--- src/hdl/stdtm_pkg.sv ---
// Shared constants and state type of the standard timer module
package stdtm_pkg;

	// ==========================================================
	// Register byte addresses
	localparam logic [7:0] ADDR_RUN_CLOCK = 8'h00;
	localparam logic [7:0] ADDR_MODE_OUT = 8'h04;
	localparam logic [7:0] ADDR_CNT_LOW = 8'h08;
	localparam logic [7:0] ADDR_CNT_HIGH = 8'h0c;
	localparam logic [7:0] ADDR_CMPA_LOW = 8'h10;
	localparam logic [7:0] ADDR_CMPA_HIGH = 8'h14;
	localparam logic [7:0] ADDR_PERIOD = 8'h18;
	localparam logic [7:0] ADDR_FLAGS = 8'h1c;

	// ==========================================================
	// Field positions in the run/clock control register
	localparam int RUN_BIT = 3;
	localparam int CLK_SEL_LSB = 4;
	localparam int PAUSE_BIT = 7;

	// Field positions in the mode/output control register
	localparam int CLR_SRC_BIT = 0;
	localparam int SWAP_BIT = 1;
	localparam int POL_BIT = 2;
	localparam int INIT_LVL_BIT = 3;
	localparam int PIN_FN_LSB = 4;
	localparam int MODE_LSB = 6;

	// Flag register bits
	localparam int FLAG_A_BIT = 0;
	localparam int FLAG_P_BIT = 1;

	// ==========================================================
	// Reset values
	localparam logic [7:0] RST_BYTE = 8'h00;
	localparam logic [15:0] RST_WORD = 16'h0000;

	// ==========================================================
	// Mode, pin function and clock select encodings
	localparam logic [1:0] MODE_COMPARE = 2'h0;
	localparam logic [1:0] MODE_UNDEF = 2'h1;
	localparam logic [1:0] MODE_PWM = 2'h2;
	localparam logic [1:0] MODE_TIMER = 2'h3;

	localparam logic [1:0] PFN_HOLD = 2'h0;
	localparam logic [1:0] PFN_LOW = 2'h1;
	localparam logic [1:0] PFN_HIGH = 2'h2;
	localparam logic [1:0] PFN_TOGGLE = 2'h3;
	localparam logic [1:0] PFN_INACTIVE = 2'h0;
	localparam logic [1:0] PFN_ACTIVE = 2'h1;
	localparam logic [1:0] PFN_PWM = 2'h2;
	localparam logic [1:0] PFN_PULSE = 2'h3;

	localparam logic [2:0] CKS_SYS_DIV4 = 3'h0;
	localparam logic [2:0] CKS_SYS = 3'h1;
	localparam logic [2:0] CKS_HI_DIV16 = 3'h2;
	localparam logic [2:0] CKS_HI_DIV64 = 3'h3;
	localparam logic [2:0] CKS_SUB_A = 3'h4;
	localparam logic [2:0] CKS_SUB_B = 3'h5;

	// Prescaler terminal counts
	localparam logic [1:0] SYS_DIV4_LAST = 2'h3;
	localparam logic [5:0] HI_DIV16_LAST = 6'h0f;
	localparam logic [5:0] HI_DIV64_LAST = 6'h3f;

	// ==========================================================
	// Whole state of the timer
	typedef struct packed {
		logic [7:0] run_ctrl;
		logic [7:0] mode_ctrl;
		logic [15:0] cmpa;
		logic [7:0] cmpp;
		logic [15:0] cnt;
		logic [1:0] sys_div;
		logic [5:0] hi_div;
		logic run_prev;
		logic lvl;
		logic flag_a;
		logic flag_p;
		logic pready;
		logic pslverr;
		logic [31:0] prdata;
		logic pin;
	} stdtm_state_t;

endpackage

--- src/hdl/stdtm_top.sv ---
// Standard timer module: 16-bit up-counter, comparators A and P, APB registers
//
// Register access over APB and the address map are this design's own decisions.
`timescale 1ns/1ps

module stdtm_top (
	// Clock and reset
	input wire logic clk,
	input wire logic rst_n,
	// Internal clock strobes, one system cycle wide
	input wire logic high_clock_tick,
	input wire logic sub_clock_tick,
	// APB slave
	input wire logic psel,
	input wire logic penable,
	input wire logic pwrite,
	input wire logic [7:0] paddr,
	input wire logic [31:0] pwdata,
	output logic [31:0] prdata,
	output logic pready,
	output logic pslverr,
	// Timer pin and status
	output logic timer_output_pin,
	output logic compare_a_flag,
	output logic compare_p_flag
);

	// ==========================================================
	// Address decode and read mux
	function automatic logic addr_hit(input logic [7:0] a);
		addr_hit = (a == stdtm_pkg::ADDR_RUN_CLOCK) || (a == stdtm_pkg::ADDR_MODE_OUT) ||
			(a == stdtm_pkg::ADDR_CNT_LOW) || (a == stdtm_pkg::ADDR_CNT_HIGH) ||
			(a == stdtm_pkg::ADDR_CMPA_LOW) || (a == stdtm_pkg::ADDR_CMPA_HIGH) ||
			(a == stdtm_pkg::ADDR_PERIOD) || (a == stdtm_pkg::ADDR_FLAGS);
	endfunction

	function automatic logic [7:0] read_byte(input logic [7:0] a, input stdtm_pkg::stdtm_state_t st);
		case (a)
			stdtm_pkg::ADDR_RUN_CLOCK: read_byte = {st.run_ctrl[7:3], 3'h0};
			stdtm_pkg::ADDR_MODE_OUT: read_byte = st.mode_ctrl;
			stdtm_pkg::ADDR_CNT_LOW: read_byte = st.cnt[7:0];
			stdtm_pkg::ADDR_CNT_HIGH: read_byte = st.cnt[15:8];
			stdtm_pkg::ADDR_CMPA_LOW: read_byte = st.cmpa[7:0];
			stdtm_pkg::ADDR_CMPA_HIGH: read_byte = st.cmpa[15:8];
			stdtm_pkg::ADDR_PERIOD: read_byte = st.cmpp;
			stdtm_pkg::ADDR_FLAGS: read_byte = {6'h00, st.flag_p, st.flag_a};
			default: read_byte = 8'h00;
		endcase
	endfunction

	stdtm_pkg::stdtm_state_t s_reg;
	stdtm_pkg::stdtm_state_t s_next;

	// ==========================================================
	// Decoded control fields
	logic run;
	logic pause;
	logic [2:0] clk_sel;
	logic [1:0] mode;
	logic [1:0] pin_fn;
	logic init_lvl;
	logic pol;
	logic swap;
	logic clr_src;

	assign run = s_reg.run_ctrl[stdtm_pkg::RUN_BIT];
	assign pause = s_reg.run_ctrl[stdtm_pkg::PAUSE_BIT];
	assign clk_sel = s_reg.run_ctrl[stdtm_pkg::CLK_SEL_LSB +: 3];
	assign mode = s_reg.mode_ctrl[stdtm_pkg::MODE_LSB +: 2];
	assign pin_fn = s_reg.mode_ctrl[stdtm_pkg::PIN_FN_LSB +: 2];
	assign init_lvl = s_reg.mode_ctrl[stdtm_pkg::INIT_LVL_BIT];
	assign pol = s_reg.mode_ctrl[stdtm_pkg::POL_BIT];
	assign swap = s_reg.mode_ctrl[stdtm_pkg::SWAP_BIT];
	assign clr_src = s_reg.mode_ctrl[stdtm_pkg::CLR_SRC_BIT];

	// ==========================================================
	// Next state
	always_comb begin
		logic access;
		logic wr;
		logic run_rise;
		logic tick;
		logic [15:0] inc;
		logic ovf;
		logic a_hit;
		logic p_hit;
		logic clear;
		logic set_a;
		logic set_p;
		logic clr_a;
		logic clr_p;
		logic [16:0] duty;
		logic pwm_on;
		logic drive;
		access = 1'b0;
		wr = 1'b0;
		run_rise = 1'b0;
		tick = 1'b0;
		inc = 16'h0000;
		ovf = 1'b0;
		a_hit = 1'b0;
		p_hit = 1'b0;
		clear = 1'b0;
		set_a = 1'b0;
		set_p = 1'b0;
		clr_a = 1'b0;
		clr_p = 1'b0;
		duty = 17'h00000;
		pwm_on = 1'b0;
		drive = 1'b0;
		s_next = s_reg;
		s_next.run_prev = run;

		// Bus answer: pready rises in the second access cycle
		access = psel && penable;
		s_next.pready = access && !s_reg.pready;
		s_next.pslverr = 1'b0;
		if (access && !s_reg.pready) begin
			s_next.pslverr = !addr_hit(paddr);
			s_next.prdata = {24'h000000, read_byte(paddr, s_reg)};
		end
		wr = access && s_reg.pready && pwrite && addr_hit(paddr);

		// Prescalers run from internal sources only
		s_next.sys_div = s_reg.sys_div + 2'h1;
		if (high_clock_tick) begin
			s_next.hi_div = s_reg.hi_div + 6'h01;
		end
		case (clk_sel)
			stdtm_pkg::CKS_SYS_DIV4: tick = (s_reg.sys_div == stdtm_pkg::SYS_DIV4_LAST);
			stdtm_pkg::CKS_SYS: tick = 1'b1;
			stdtm_pkg::CKS_HI_DIV16: tick = high_clock_tick && (s_reg.hi_div[3:0] == stdtm_pkg::HI_DIV16_LAST[3:0]);
			stdtm_pkg::CKS_HI_DIV64: tick = high_clock_tick && (s_reg.hi_div == stdtm_pkg::HI_DIV64_LAST);
			stdtm_pkg::CKS_SUB_A, stdtm_pkg::CKS_SUB_B: tick = sub_clock_tick;
			default: tick = 1'b0;
		endcase

		// Counter and comparators
		run_rise = run && !s_reg.run_prev;
		inc = s_reg.cnt + 16'h0001;
		if (run && !pause && !run_rise && tick) begin
			ovf = (s_reg.cnt == 16'hffff);
			a_hit = (s_reg.cmpa != 16'h0000) && (inc == s_reg.cmpa);
			p_hit = (s_reg.cmpp == 8'h00) ? ovf : (inc == {s_reg.cmpp, 8'h00});
			if (mode == stdtm_pkg::MODE_PWM) begin
				set_a = a_hit;
				set_p = p_hit;
				if (pin_fn == stdtm_pkg::PFN_PULSE) begin
					clear = a_hit;
				end else begin
					clear = swap ? ((s_reg.cmpa == 16'h0000) ? ovf : a_hit) : p_hit;
				end
			end else if (clr_src) begin
				set_a = a_hit;
				clear = a_hit;
			end else begin
				set_a = a_hit;
				set_p = p_hit;
				clear = p_hit;
			end
			s_next.cnt = clear ? 16'h0000 : inc;
		end
		if (run_rise) begin
			s_next.cnt = 16'h0000;
		end

		// Pin level before polarity
		if (run_rise && (mode != stdtm_pkg::MODE_TIMER)) begin
			s_next.lvl = init_lvl;
		end else if ((mode == stdtm_pkg::MODE_COMPARE) && set_a) begin
			case (pin_fn)
				stdtm_pkg::PFN_LOW: s_next.lvl = 1'b0;
				stdtm_pkg::PFN_HIGH: s_next.lvl = 1'b1;
				stdtm_pkg::PFN_TOGGLE: s_next.lvl = !s_reg.lvl;
				default: s_next.lvl = s_reg.lvl;
			endcase
		end else if ((mode == stdtm_pkg::MODE_PWM) && (pin_fn == stdtm_pkg::PFN_PULSE) && a_hit) begin
			s_next.lvl = !init_lvl;
			s_next.run_ctrl[stdtm_pkg::RUN_BIT] = 1'b0;
		end

		// PWM duty compare on the new count
		duty = swap ? ((s_reg.cmpp == 8'h00) ? 17'h10000 : {1'b0, s_reg.cmpp, 8'h00}) :
			{1'b0, s_reg.cmpa};
		pwm_on = ({1'b0, s_next.cnt} < duty);
		case (pin_fn)
			stdtm_pkg::PFN_INACTIVE: drive = !init_lvl;
			stdtm_pkg::PFN_ACTIVE: drive = init_lvl;
			stdtm_pkg::PFN_PWM: drive = pwm_on ? init_lvl : !init_lvl;
			default: drive = s_next.lvl;
		endcase
		case (mode)
			stdtm_pkg::MODE_PWM: s_next.pin = drive ^ pol;
			stdtm_pkg::MODE_COMPARE: s_next.pin = s_next.lvl ^ pol;
			default: s_next.pin = s_reg.pin;
		endcase

		// Register writes
		if (wr) begin
			case (paddr)
				stdtm_pkg::ADDR_RUN_CLOCK: s_next.run_ctrl = {pwdata[7:3], 3'h0};
				stdtm_pkg::ADDR_MODE_OUT: s_next.mode_ctrl = pwdata[7:0];
				stdtm_pkg::ADDR_CMPA_LOW: s_next.cmpa[7:0] = pwdata[7:0];
				stdtm_pkg::ADDR_CMPA_HIGH: s_next.cmpa[15:8] = pwdata[7:0];
				stdtm_pkg::ADDR_PERIOD: s_next.cmpp = pwdata[7:0];
				stdtm_pkg::ADDR_FLAGS: begin
					clr_a = pwdata[stdtm_pkg::FLAG_A_BIT];
					clr_p = pwdata[stdtm_pkg::FLAG_P_BIT];
				end
				default: s_next.cmpp = s_reg.cmpp;
			endcase
		end

		// Sticky flags, set wins over clear
		s_next.flag_a = (s_reg.flag_a && !clr_a) || set_a;
		s_next.flag_p = (s_reg.flag_p && !clr_p) || set_p;
	end

	// ==========================================================
	// State register
	always_ff @(posedge clk) begin
		if (!rst_n) begin
			s_reg <= '0;
		end else begin
			s_reg <= s_next;
		end
	end

	assign prdata = s_reg.prdata;
	assign pready = s_reg.pready;
	assign pslverr = s_reg.pslverr;
	assign timer_output_pin = s_reg.pin;
	assign compare_a_flag = s_reg.flag_a;
	assign compare_p_flag = s_reg.flag_p;

endmodule

--- config.mk ---
export PLATFORM = sky130hd
export DESIGN_NAME = stdtm_top
export DESIGN_NICKNAME = d
export VERILOG_FILES = /design/src/hdl/stdtm_pkg.sv /design/src/hdl/stdtm_top.sv
export SDC_FILE = /design/constraint.sdc
export NUM_CORES = 1
export LEC_CHECK = 0
export ABC_AREA = 1
export BUFFER_PORTS_ARGS = -buffer_cell sky130_fd_sc_hd__buf_2
export CAP_MARGIN = 20
export CORE_ASPECT_RATIO = 1.25
export CORE_MARGIN = 3
export CORE_UTILIZATION = 25
export CTS_BUF_LIST = sky130_fd_sc_hd__clkbuf_16
export DETAILED_ROUTE_END_ITERATION = 10
export GPL_ROUTABILITY_DRIVEN = 0
export GPL_TIMING_DRIVEN = 0
export PLACE_DENSITY = 0.4
export SYNTH_ARGS = -nofsm -noshare
export SYNTH_HDL_FRONTEND = slang
export SYNTH_SLANG_ARGS = --single-unit
--- constraint.sdc ---
create_clock -name clk -period 3.5 [get_ports clk]
set_input_delay 0.175 -clock clk [delete_from_list [all_inputs] [get_ports clk]]
set_output_delay 0.175 -clock clk [all_outputs]
set_load 0.02 [all_outputs]
Word level (Yosys, flattened, before mapping). Index checks and enable logic that the tools add are counted.

Bits in registers: 76. Input bits: 47. Word-level logic and storage cells: 135.

Add/sub/neg operators: 3. $lt $le $gt $ge: 1. Equal/unequal tests: 23. Multiplexer cells: 38. Bitwise operators: 2. Reduce and logical (&&, ||, !) cells: 51.

Operators by type and width (count): 8-bit case mux with 8 select lines (1); 16-bit two-way mux (3); 36-bit two-way mux (1); 17-bit two-way mux (2); 16-bit == test (2); 8-bit by 5-bit == test with 1-bit output, second input constant (4); 8-bit two-way mux (4); 1-bit two-way mux (22); 1-bit logical AND (18); 16-bit by 17-bit < comparator with 1-bit output (1); 16-bit by 1-bit adder with 16-bit output, second input constant (1); 16-bit == test, second input constant (1); 8-bit by 4-bit == test with 1-bit output, second input constant (2); 16-bit zero test (1); 8-bit zero test (2); 16-bit nonzero test (1); 2-bit AND reduction (6); 1-bit zero test (9); 1-bit logical OR (9); 2-bit == test, second input constant (4); 8-bit by 3-bit == test with 1-bit output, second input constant (1); 6-bit by 1-bit adder with 6-bit output, second input constant (1); 3-bit by 2-bit == test with 1-bit output, second input constant (2); 3-bit == test, second input constant (2); other kinds (15) (18).

Longest topological paths before layout. Gate-level depths: netlist of run 1.

Depth after elaboration: 16. Mapped depth: 34.

Worst setup path before layout of run 1. Ideal clock, no wire load.

Path kind: register -> register. Start: reg s_reg[47] (netlist bit). End: reg s_reg, in the netlist timer_output_pin. Setup time: 0.109 ns. Arrival time: 3.549 ns. Required time: 3.391 ns. Path slack: -0.158 ns. Cell stages (with the launch flop): 34. Path buffers: 0. Period minus slack after synthesis: 3.658 ns. Cell sequence: dfxtp_1 ha_1 nand2_2 nor2_4 nand2_1 nand2_2 nand2_2 nand2_1 nand2_1 nor2_1 nand2_1 nor2_1 nand3_2 nand2_2 nand2_4 nand2_2 clkinv_1 nand3_1 a21oi_1 ha_1 a21oi_1 o21ai_0 nand3_1 a21oi_1 a211oi_1 nor2_1 a2111oi_0 nand2_1 nand3_1 nand3_1 nand2_1 nand3_1 nand2_1 inv_1.

RTL lines: start: declaration (RTL line stdtm_top.sv:51) `stdtm_pkg::stdtm_state_t s_reg;`; start signal: assignment (RTL line stdtm_top.sv:225) `s_reg <= s_next;`.

==> results of run 1 <==
## power groups by stage
stage          logic (mW)  clock network [mW]  registers (mW)
2_1_floorplan      0.0758                   0           0.892
3_3_place_gp        0.119                   0           0.892
3_5_place_dp        0.119                   0           0.892
4_1_cts             0.119                1.11           0.871
5_1_grt             0.131                1.14           0.871
6_report            0.118                1.08           0.871
## cell type report
cell class	instances	area, sq um
Fill cell	2208	13300
Multi-Input combinational cell	582	3090
Sequential cell	76	1540
Inverter	100	388
Tap cell	265	332
Buffer	47	300
Timing Repair Buffer	49	297
Clock buffer	10	250
Clock inverter	6	85.1
Timing Repair inverter	1	8.76
## logic make-up after synthesis
group / after synthesis / share of synthesized area (%)
AO/OA/AOI/OAI: 177 / 19.4
adder cells (fa/ha/maj): 18 / 4.48
XOR/XNOR: 3 / 0.522
AND/OR/NAND/NOR: 360 / 31.9
other: 1 / 0.0746
buffers and inverters: 148 / 13.4
flip-flops: 76 / 30.2
## worst max path at each step
stage / from / endpoint / slack (ns) / depth (start not counted)
2_1_floorplan: s_reg[48] / timer_output_pin / -0.03 / 33
3_3_place_gp: s_reg[49] / timer_output_pin / -1.29 / 30
3_5_place_dp: s_reg[49] / timer_output_pin / -1.25 / 30
4_1_cts: s_reg[47] / timer_output_pin / -0.64 / 31
5_1_grt: s_reg[47] / timer_output_pin / -0.95 / 33
6_report: s_reg[47] / timer_output_pin / -0.69 / 28
## repair_timing
action	4_1_cts	5_1_grt
endpoints found under the setup margin	1	1
buffers inserted	13	1
gates cloned	1	0
pin swaps	33	4
resized for setup	34	9
## stage by stage
stage	TNS (ns)	area [sq um]	power, mW
after global routing	-0.946	6290	2.14
after CTS	-0.645	6250	2.10
after detailed placement	-1.25	5680	1.01
final	-0.692	6290	2.07
after floorplan	-0.0278	5170	0.968
after global placement	-1.29	5680	1.01
## critical path: cells and delay by family, from the launching register on
kind | cells | cell delay, ns
simple gates | 19 | 2.11
compound gates | 4 | 0.82
fa+ha+maj | 2 | 0.52
flops | 1 | 0.38
buf+inv | 3 | 0.21
## routing by layer
layer	vias to the layer above	global-route usage, %	share of wire (%)
li1	2723	-	-
met1	2456	22.2	42
met2	139	33.3	50
met3	38	2.68	4.0
met4	0	8.46	3.9
met5	-	0	0
## cell usage in the layout (no fill, tap or decap), types with 24 or more instances in the layout
master and count:
buf_2 35, a21oi_1 69, nand3_1 42, nand2_1 160
conb_1 24, buf_4 44, dfxtp_1 65, inv_1 95
nor2_1 71, o21ai_0 65
==> summary.txt, run 1 <==
Worst setup path
  – Critical path type: reg2reg
  – CP most frequent cell: nand2_1
  – Req. time, crit path: 3.75 ns
  – Worst R2R Setup Slack: -0.69 ns
  – R2R depth: 28
  – Crit path launch type: flip-flop
  – Worst reg2reg endpoint: timer_output_pin
  – Launching point of the worst reg2reg path: s_reg[47]
  – Critical Path AT: 4.44 ns
  – CP max stage delay: 0.45 ns
  – Worst setup EP type: flip-flop
  – Slowest CP cell: a2111oi_2
  – Worst-path fanout max: 8

Detailed routing
  – Vias: 5,356
  – # DRC: 0
  – Wirelength per Cell: 17.9 microns
  – DR iter-0 viols: 344
  – Detailed Route WL: 20,400 microns
  – Drt first pass iters: 4
  – Antenna-violating nets left: 0
  – Vias per inst: 4.71

Logic synthesis
  – #FFs+latches synth: 76
  – Ys flop type: dfxtp_1
  – Yosys top cell area share: 30.2%
  – Ys async rst share: 0%
  – Syn_area_per_cell: 6.42 sq um
  – Netlist Area Pre-Place: 5030 sq um
  – Synthesized instance count: 783
  – Register area share after synthesis: 30.2%
  – Leading cell types by count after synthesis: 165 x nand2_1, 96 x inv_1, 77 x nor2_1
  – Cell variety after synth: 37
  – Yosys warns: 0
  – Most frequent cell after synthesis: nand2_1
  – Synth top area cells: dfxtp_1 30%, nand2_1 12%, a21oi_1 7.3%
  – Area leader, netlist: dfxtp_1
  – EDFF count, synth: 0

Timing
  – Final worst slack: -0.692 ns
  – Worst rel slew slack: 48.5%
  – RSZ-0062 raised after global routing: true
  – Worst Tran Pin Value: 0.770 ns
  – Min Tclk post-route: 4.19 ns
  – Endpoints failing hold: 0
  – Final worst path period share: 120%
  – Endpoints failing setup: 1
  – Final slew viol count: 0
  – Max Clk Rate: 0.239 GHz
  – Min Hold Slack: 0.0768 ns
  – Setup Skew: 0.00978 ns

Clock network
  – H-tree depth: 3
  – Num CTS Buffers: 9
  – Clock slew at reported path FFs: 0.06 ns
  – Worst-Skew Late Latency: 0.35 ns
  – Clk root buf: clkbuf_16
  – CTS Hold Bufs: 0
  – Clock Path Buffers: 2
  – CTS tree: done
  – Clk sinks: 76

Floorplan
  – Total I/O pin count: 84
  – DIE HEIGHT: 165 microns
  – Core ar.: 19,600 sq um
  – Rows: 57
  – Initial core utilization: 25.6%
  – Die width: 133 microns
  – Die ar.: 21,900 sq um

Place
  – Pre-CTS setup slack: -1.25 ns
  – Input/output buffers: 35
  – DP HPWL: 16,200 microns
  – Cells after DPL: 1,106

Flow run
  – Max Cap Violations: 0

Global routing
  – Vias in the first global route: 5,101
  – Pin count of the biggest net entering global routing: 14
  – Antenna violations before repair: 0
  – Global-route wire length before repair: 30,500 microns
  – GR Util All Layers: 18.7%
  – Global route overflow: 0

Hold path
  – Worst hold stages: 2
  – Worst Hold End: s_reg[40]
  – Worst hold-check path type: in2reg
  – Hold Startpoint: high_clock_tick

Power and ir drop
  – Combinational share of power: 5.7%
  – Clk pwr share: 52.3%
  – Net Sw Frac: 24.1%
  – VDD IR-drop max: 0.000217 V
  – PD cells: 330 nW/um^2
  – P_int: 1.57 mW
  – Psw: 0.499 mW
  – Seq pwr share: 42.0%
  – Leakage Power: 2.59 nW

Finish
  – Largest register FFs: 51
  – Utilization after layout: 32.1%
  – Layout cell share with drive strength beyond 1: 18.4%
  – Final #Nets: 931
  – Ant. Diodes: 0
  – Syn-to-layout area delta: 25.0%
  – Non-filler instance count after layout: 1,136

Run status
  – Status: complete, but fails checks
  – Failing checks: setup timing
(Power assumes the default switching activity.)
==> run 2: changes to the inputs <==
Settings changed: CORE_MARGIN 3 to unset, GPL_ROUTABILITY_DRIVEN 0 to 1, PLACE_DENSITY 0.4 to 0.39.
Clock period 3.5 ns to 4.06 ns, I/O delays scaled along.
==> summary.txt, run 2 (synthesis results as in run 1) <==
Place
  – Pre-CTS setup slack: -0.823 ns (+0.425 ns)
  – Final GP Congestion: 0.870
  – DP HPWL: 16,400 microns (+1.2%)
  – Input/output buffers: 35 (unchanged)
  – Post-DP Area: 5620 sq um (-1.0%)

Worst setup path
  – Req. time, crit path: 4.31 ns (+0.56 ns)
  – Worst setup EP type: flip-flop
  – Worst-path fanout max: 8 (unchanged)
  – Crit path launch type: flip-flop
  – Critical Path AT: 4.28 ns (-0.16 ns)
  – Worst path bufs/invs: 5 (+2)
  – CP most frequent cell: nand2_1
  – Slowest CP cell: dfxtp_4
  – Critical path type: reg2reg
  – Crit path max-delay family: simple AND/OR/NAND/NOR gates
  – CP max stage delay: 0.38 ns (-0.07 ns)

Power and ir drop
  – Clk pwr share: 51.4% (-0.9 points)
  – VDD IR-drop max: 0.000140 V (-36%)
  – Total power: 1.75 mW (-15%)
  – Combinational share of power: 5.8% (about the same)
  – Leakage Power: 2.65 nW (+2.3%)
  – Seq pwr share: 42.8% (+0.8 points)
  – Psw: 0.429 mW (-14%)
  – PD cells: 272 nW/um^2 (-18%)
  – P_int: 1.32 mW (-16%)
  – Net Sw Frac: 24.5% (+0.41 points)

Detailed routing
  – DR iter-0 viols: 321 (-6.7%)
  – Detailed Route WL: 20,600 microns (+1.3%)
  – Wirelength per Cell: 18.1 microns (+0.73%)
  – Vias per inst: 4.68 (-0.84%)
  – Antenna-violating nets left: 0 (unchanged)
  – Vias: 5,339 (-0.32%)
  – Drt first pass iters: 5 (+1)
  – # DRC: 0 (unchanged)

Finish
  – Ant. Diodes: 0 (unchanged)
  – Final #Nets: 937 (+0.64%)
  – Layout cell share with drive strength beyond 1: 22.7% (+4.3 points)
  – Largest register FFs: 51 (unchanged)
  – Most frequent cells in the layout: 149 x nand2_1, 95 x inv_1, 67 x nor2_1, 64 x o21ai_0, 64 x dfxtp_1
  – Final instance area: 6450 sq um (+2.7%)
  – Commonest non-fill, non-tap cell in the layout: nand2_1
  – Syn-to-layout area delta: 28.3%

Timing
  – Worst Tran Pin Value: 0.779 ns (+0.00822 ns)
  – Final worst slack: 0.0314 ns (+0.723 ns)
  – Worst rel slew slack: 47.9% (-0.55 points)
  – Min Tclk post-route: 4.03 ns (-0.163 ns)
  – Max Clk Rate: 0.248 GHz (+4.0%)
  – Final slew viol count: 0 (unchanged)
  – RSZ-0062 raised after global routing: true
  – Setup Skew: 0.00902 ns (-0.000763 ns)
  – Final worst path period share: 99.2% (-21 points)
  – Endpoints failing hold: 0 (unchanged)
  – Endpoints failing setup: 0 (-1)

Global routing
  – Global-route wire length before repair: 31,400 microns (+3.0%)
  – Antenna violations before repair: 0 (unchanged)
  – Pin count of the biggest net entering global routing: 15 (+1)
  – Global route overflow: 0 (unchanged)
  – GR Util All Layers: 20.8% (+2.2 points)
  – Vias in the first global route: 5,162 (+1.2%)

Floorplan
  – Core ar.: 19,500 sq um (-0.36%)
  – Die width: 129 microns (-3.0%)
  – Initial core utilization: 25.7% (+0.094 points)
  – DIE HEIGHT: 161 microns (-2.4%)
  – Total I/O pin count: 84 (unchanged)
  – Die ar.: 20,700 sq um (-5.4%)
  – Rows: 57 (unchanged)

Clock network
  – Num CTS Buffers: 9 (unchanged)
  – Clock slew at reported path FFs: 0.07 ns (about the same)
  – CTS tree: done
  – Clk sinks: 76 (unchanged)
  – Clock Path Buffers: 2 (unchanged)
  – Worst-Skew Late Latency: 0.35 ns (about the same)
  – Clk root buf: clkbuf_16
  – H-tree depth: 3 (unchanged)

Run status
  – Status: finished clean

Hold path
  – Worst hold-check path type: in2reg

Flow run
  – Max Cap Violations: 0 (unchanged)
run 2: layout make-up:
type | instances | area [sq um]
Sequential cell | 76 | 1540
Inverter | 100 | 384
Multi-Input combinational cell | 582 | 3210
Timing Repair Buffer | 56 | 357
Buffer | 47 | 300
Fill cell | 2183 | 13100
Clock inverter | 7 | 98.8
Tap cell | 265 | 332
Clock buffer | 9 | 225
run 2: per-stage QoR:
| stage | instances | util (%) | hold WS [ns] | setup TNS, ns |
|---|---|---|---|---|
| 6_report | 1142 | 33.0 | 0.0963 | 0 |
| 3_3_place_gp | 1106 | 28.8 | 0.417 | -0.903 |
| 4_1_cts | 1133 | 31.5 | 0.0906 | -0.133 |
| 5_1_grt | 1142 | 33.0 | 0.113 | -0.225 |
| 3_5_place_dp | 1106 | 28.8 | 0.421 | -0.823 |
| 2_1_floorplan | 806 | - | 0.293 | 0 |
run 2: per-layer routing:
metal	GRT usage [%]	share of wire, %
met1	25.3	43
met5	0	0
met4	6.15	2.4
met3	2.73	2.5
met2	37.8	52
run 2: power groups by stage:
stage | registers [mW] | logic, mW | clock network [mW]
after global routing | 0.750 | 0.114 | 0.957
after floorplan | 0.770 | 0.0653 | 0
after global placement | 0.769 | 0.104 | 0
after detailed placement | 0.769 | 0.104 | 0
final | 0.750 | 0.102 | 0.902
after CTS | 0.751 | 0.104 | 0.926
run 2: final timing paths:
check | start | to | slack [ns] | cells after the start
hold / removal | high_clock_tick | s_reg[40] | 0.1 | 2
setup reg to reg | s_reg[47] | timer_output_pin | 0.03 | 33
setup / recovery | s_reg[47] | timer_output_pin | 0.03 | 33
hold reg to reg | s_reg[45] | s_reg[45] | 0.43 | 1
run 2: timing repair:
action	CTS	global route
hold endpoints to repair	0	0
pin swaps	25	52
hold buffers	0	0
cloned	0	0
setup endpoints to repair	1	1
resized for setup	32	66
buffers inserted	12	9
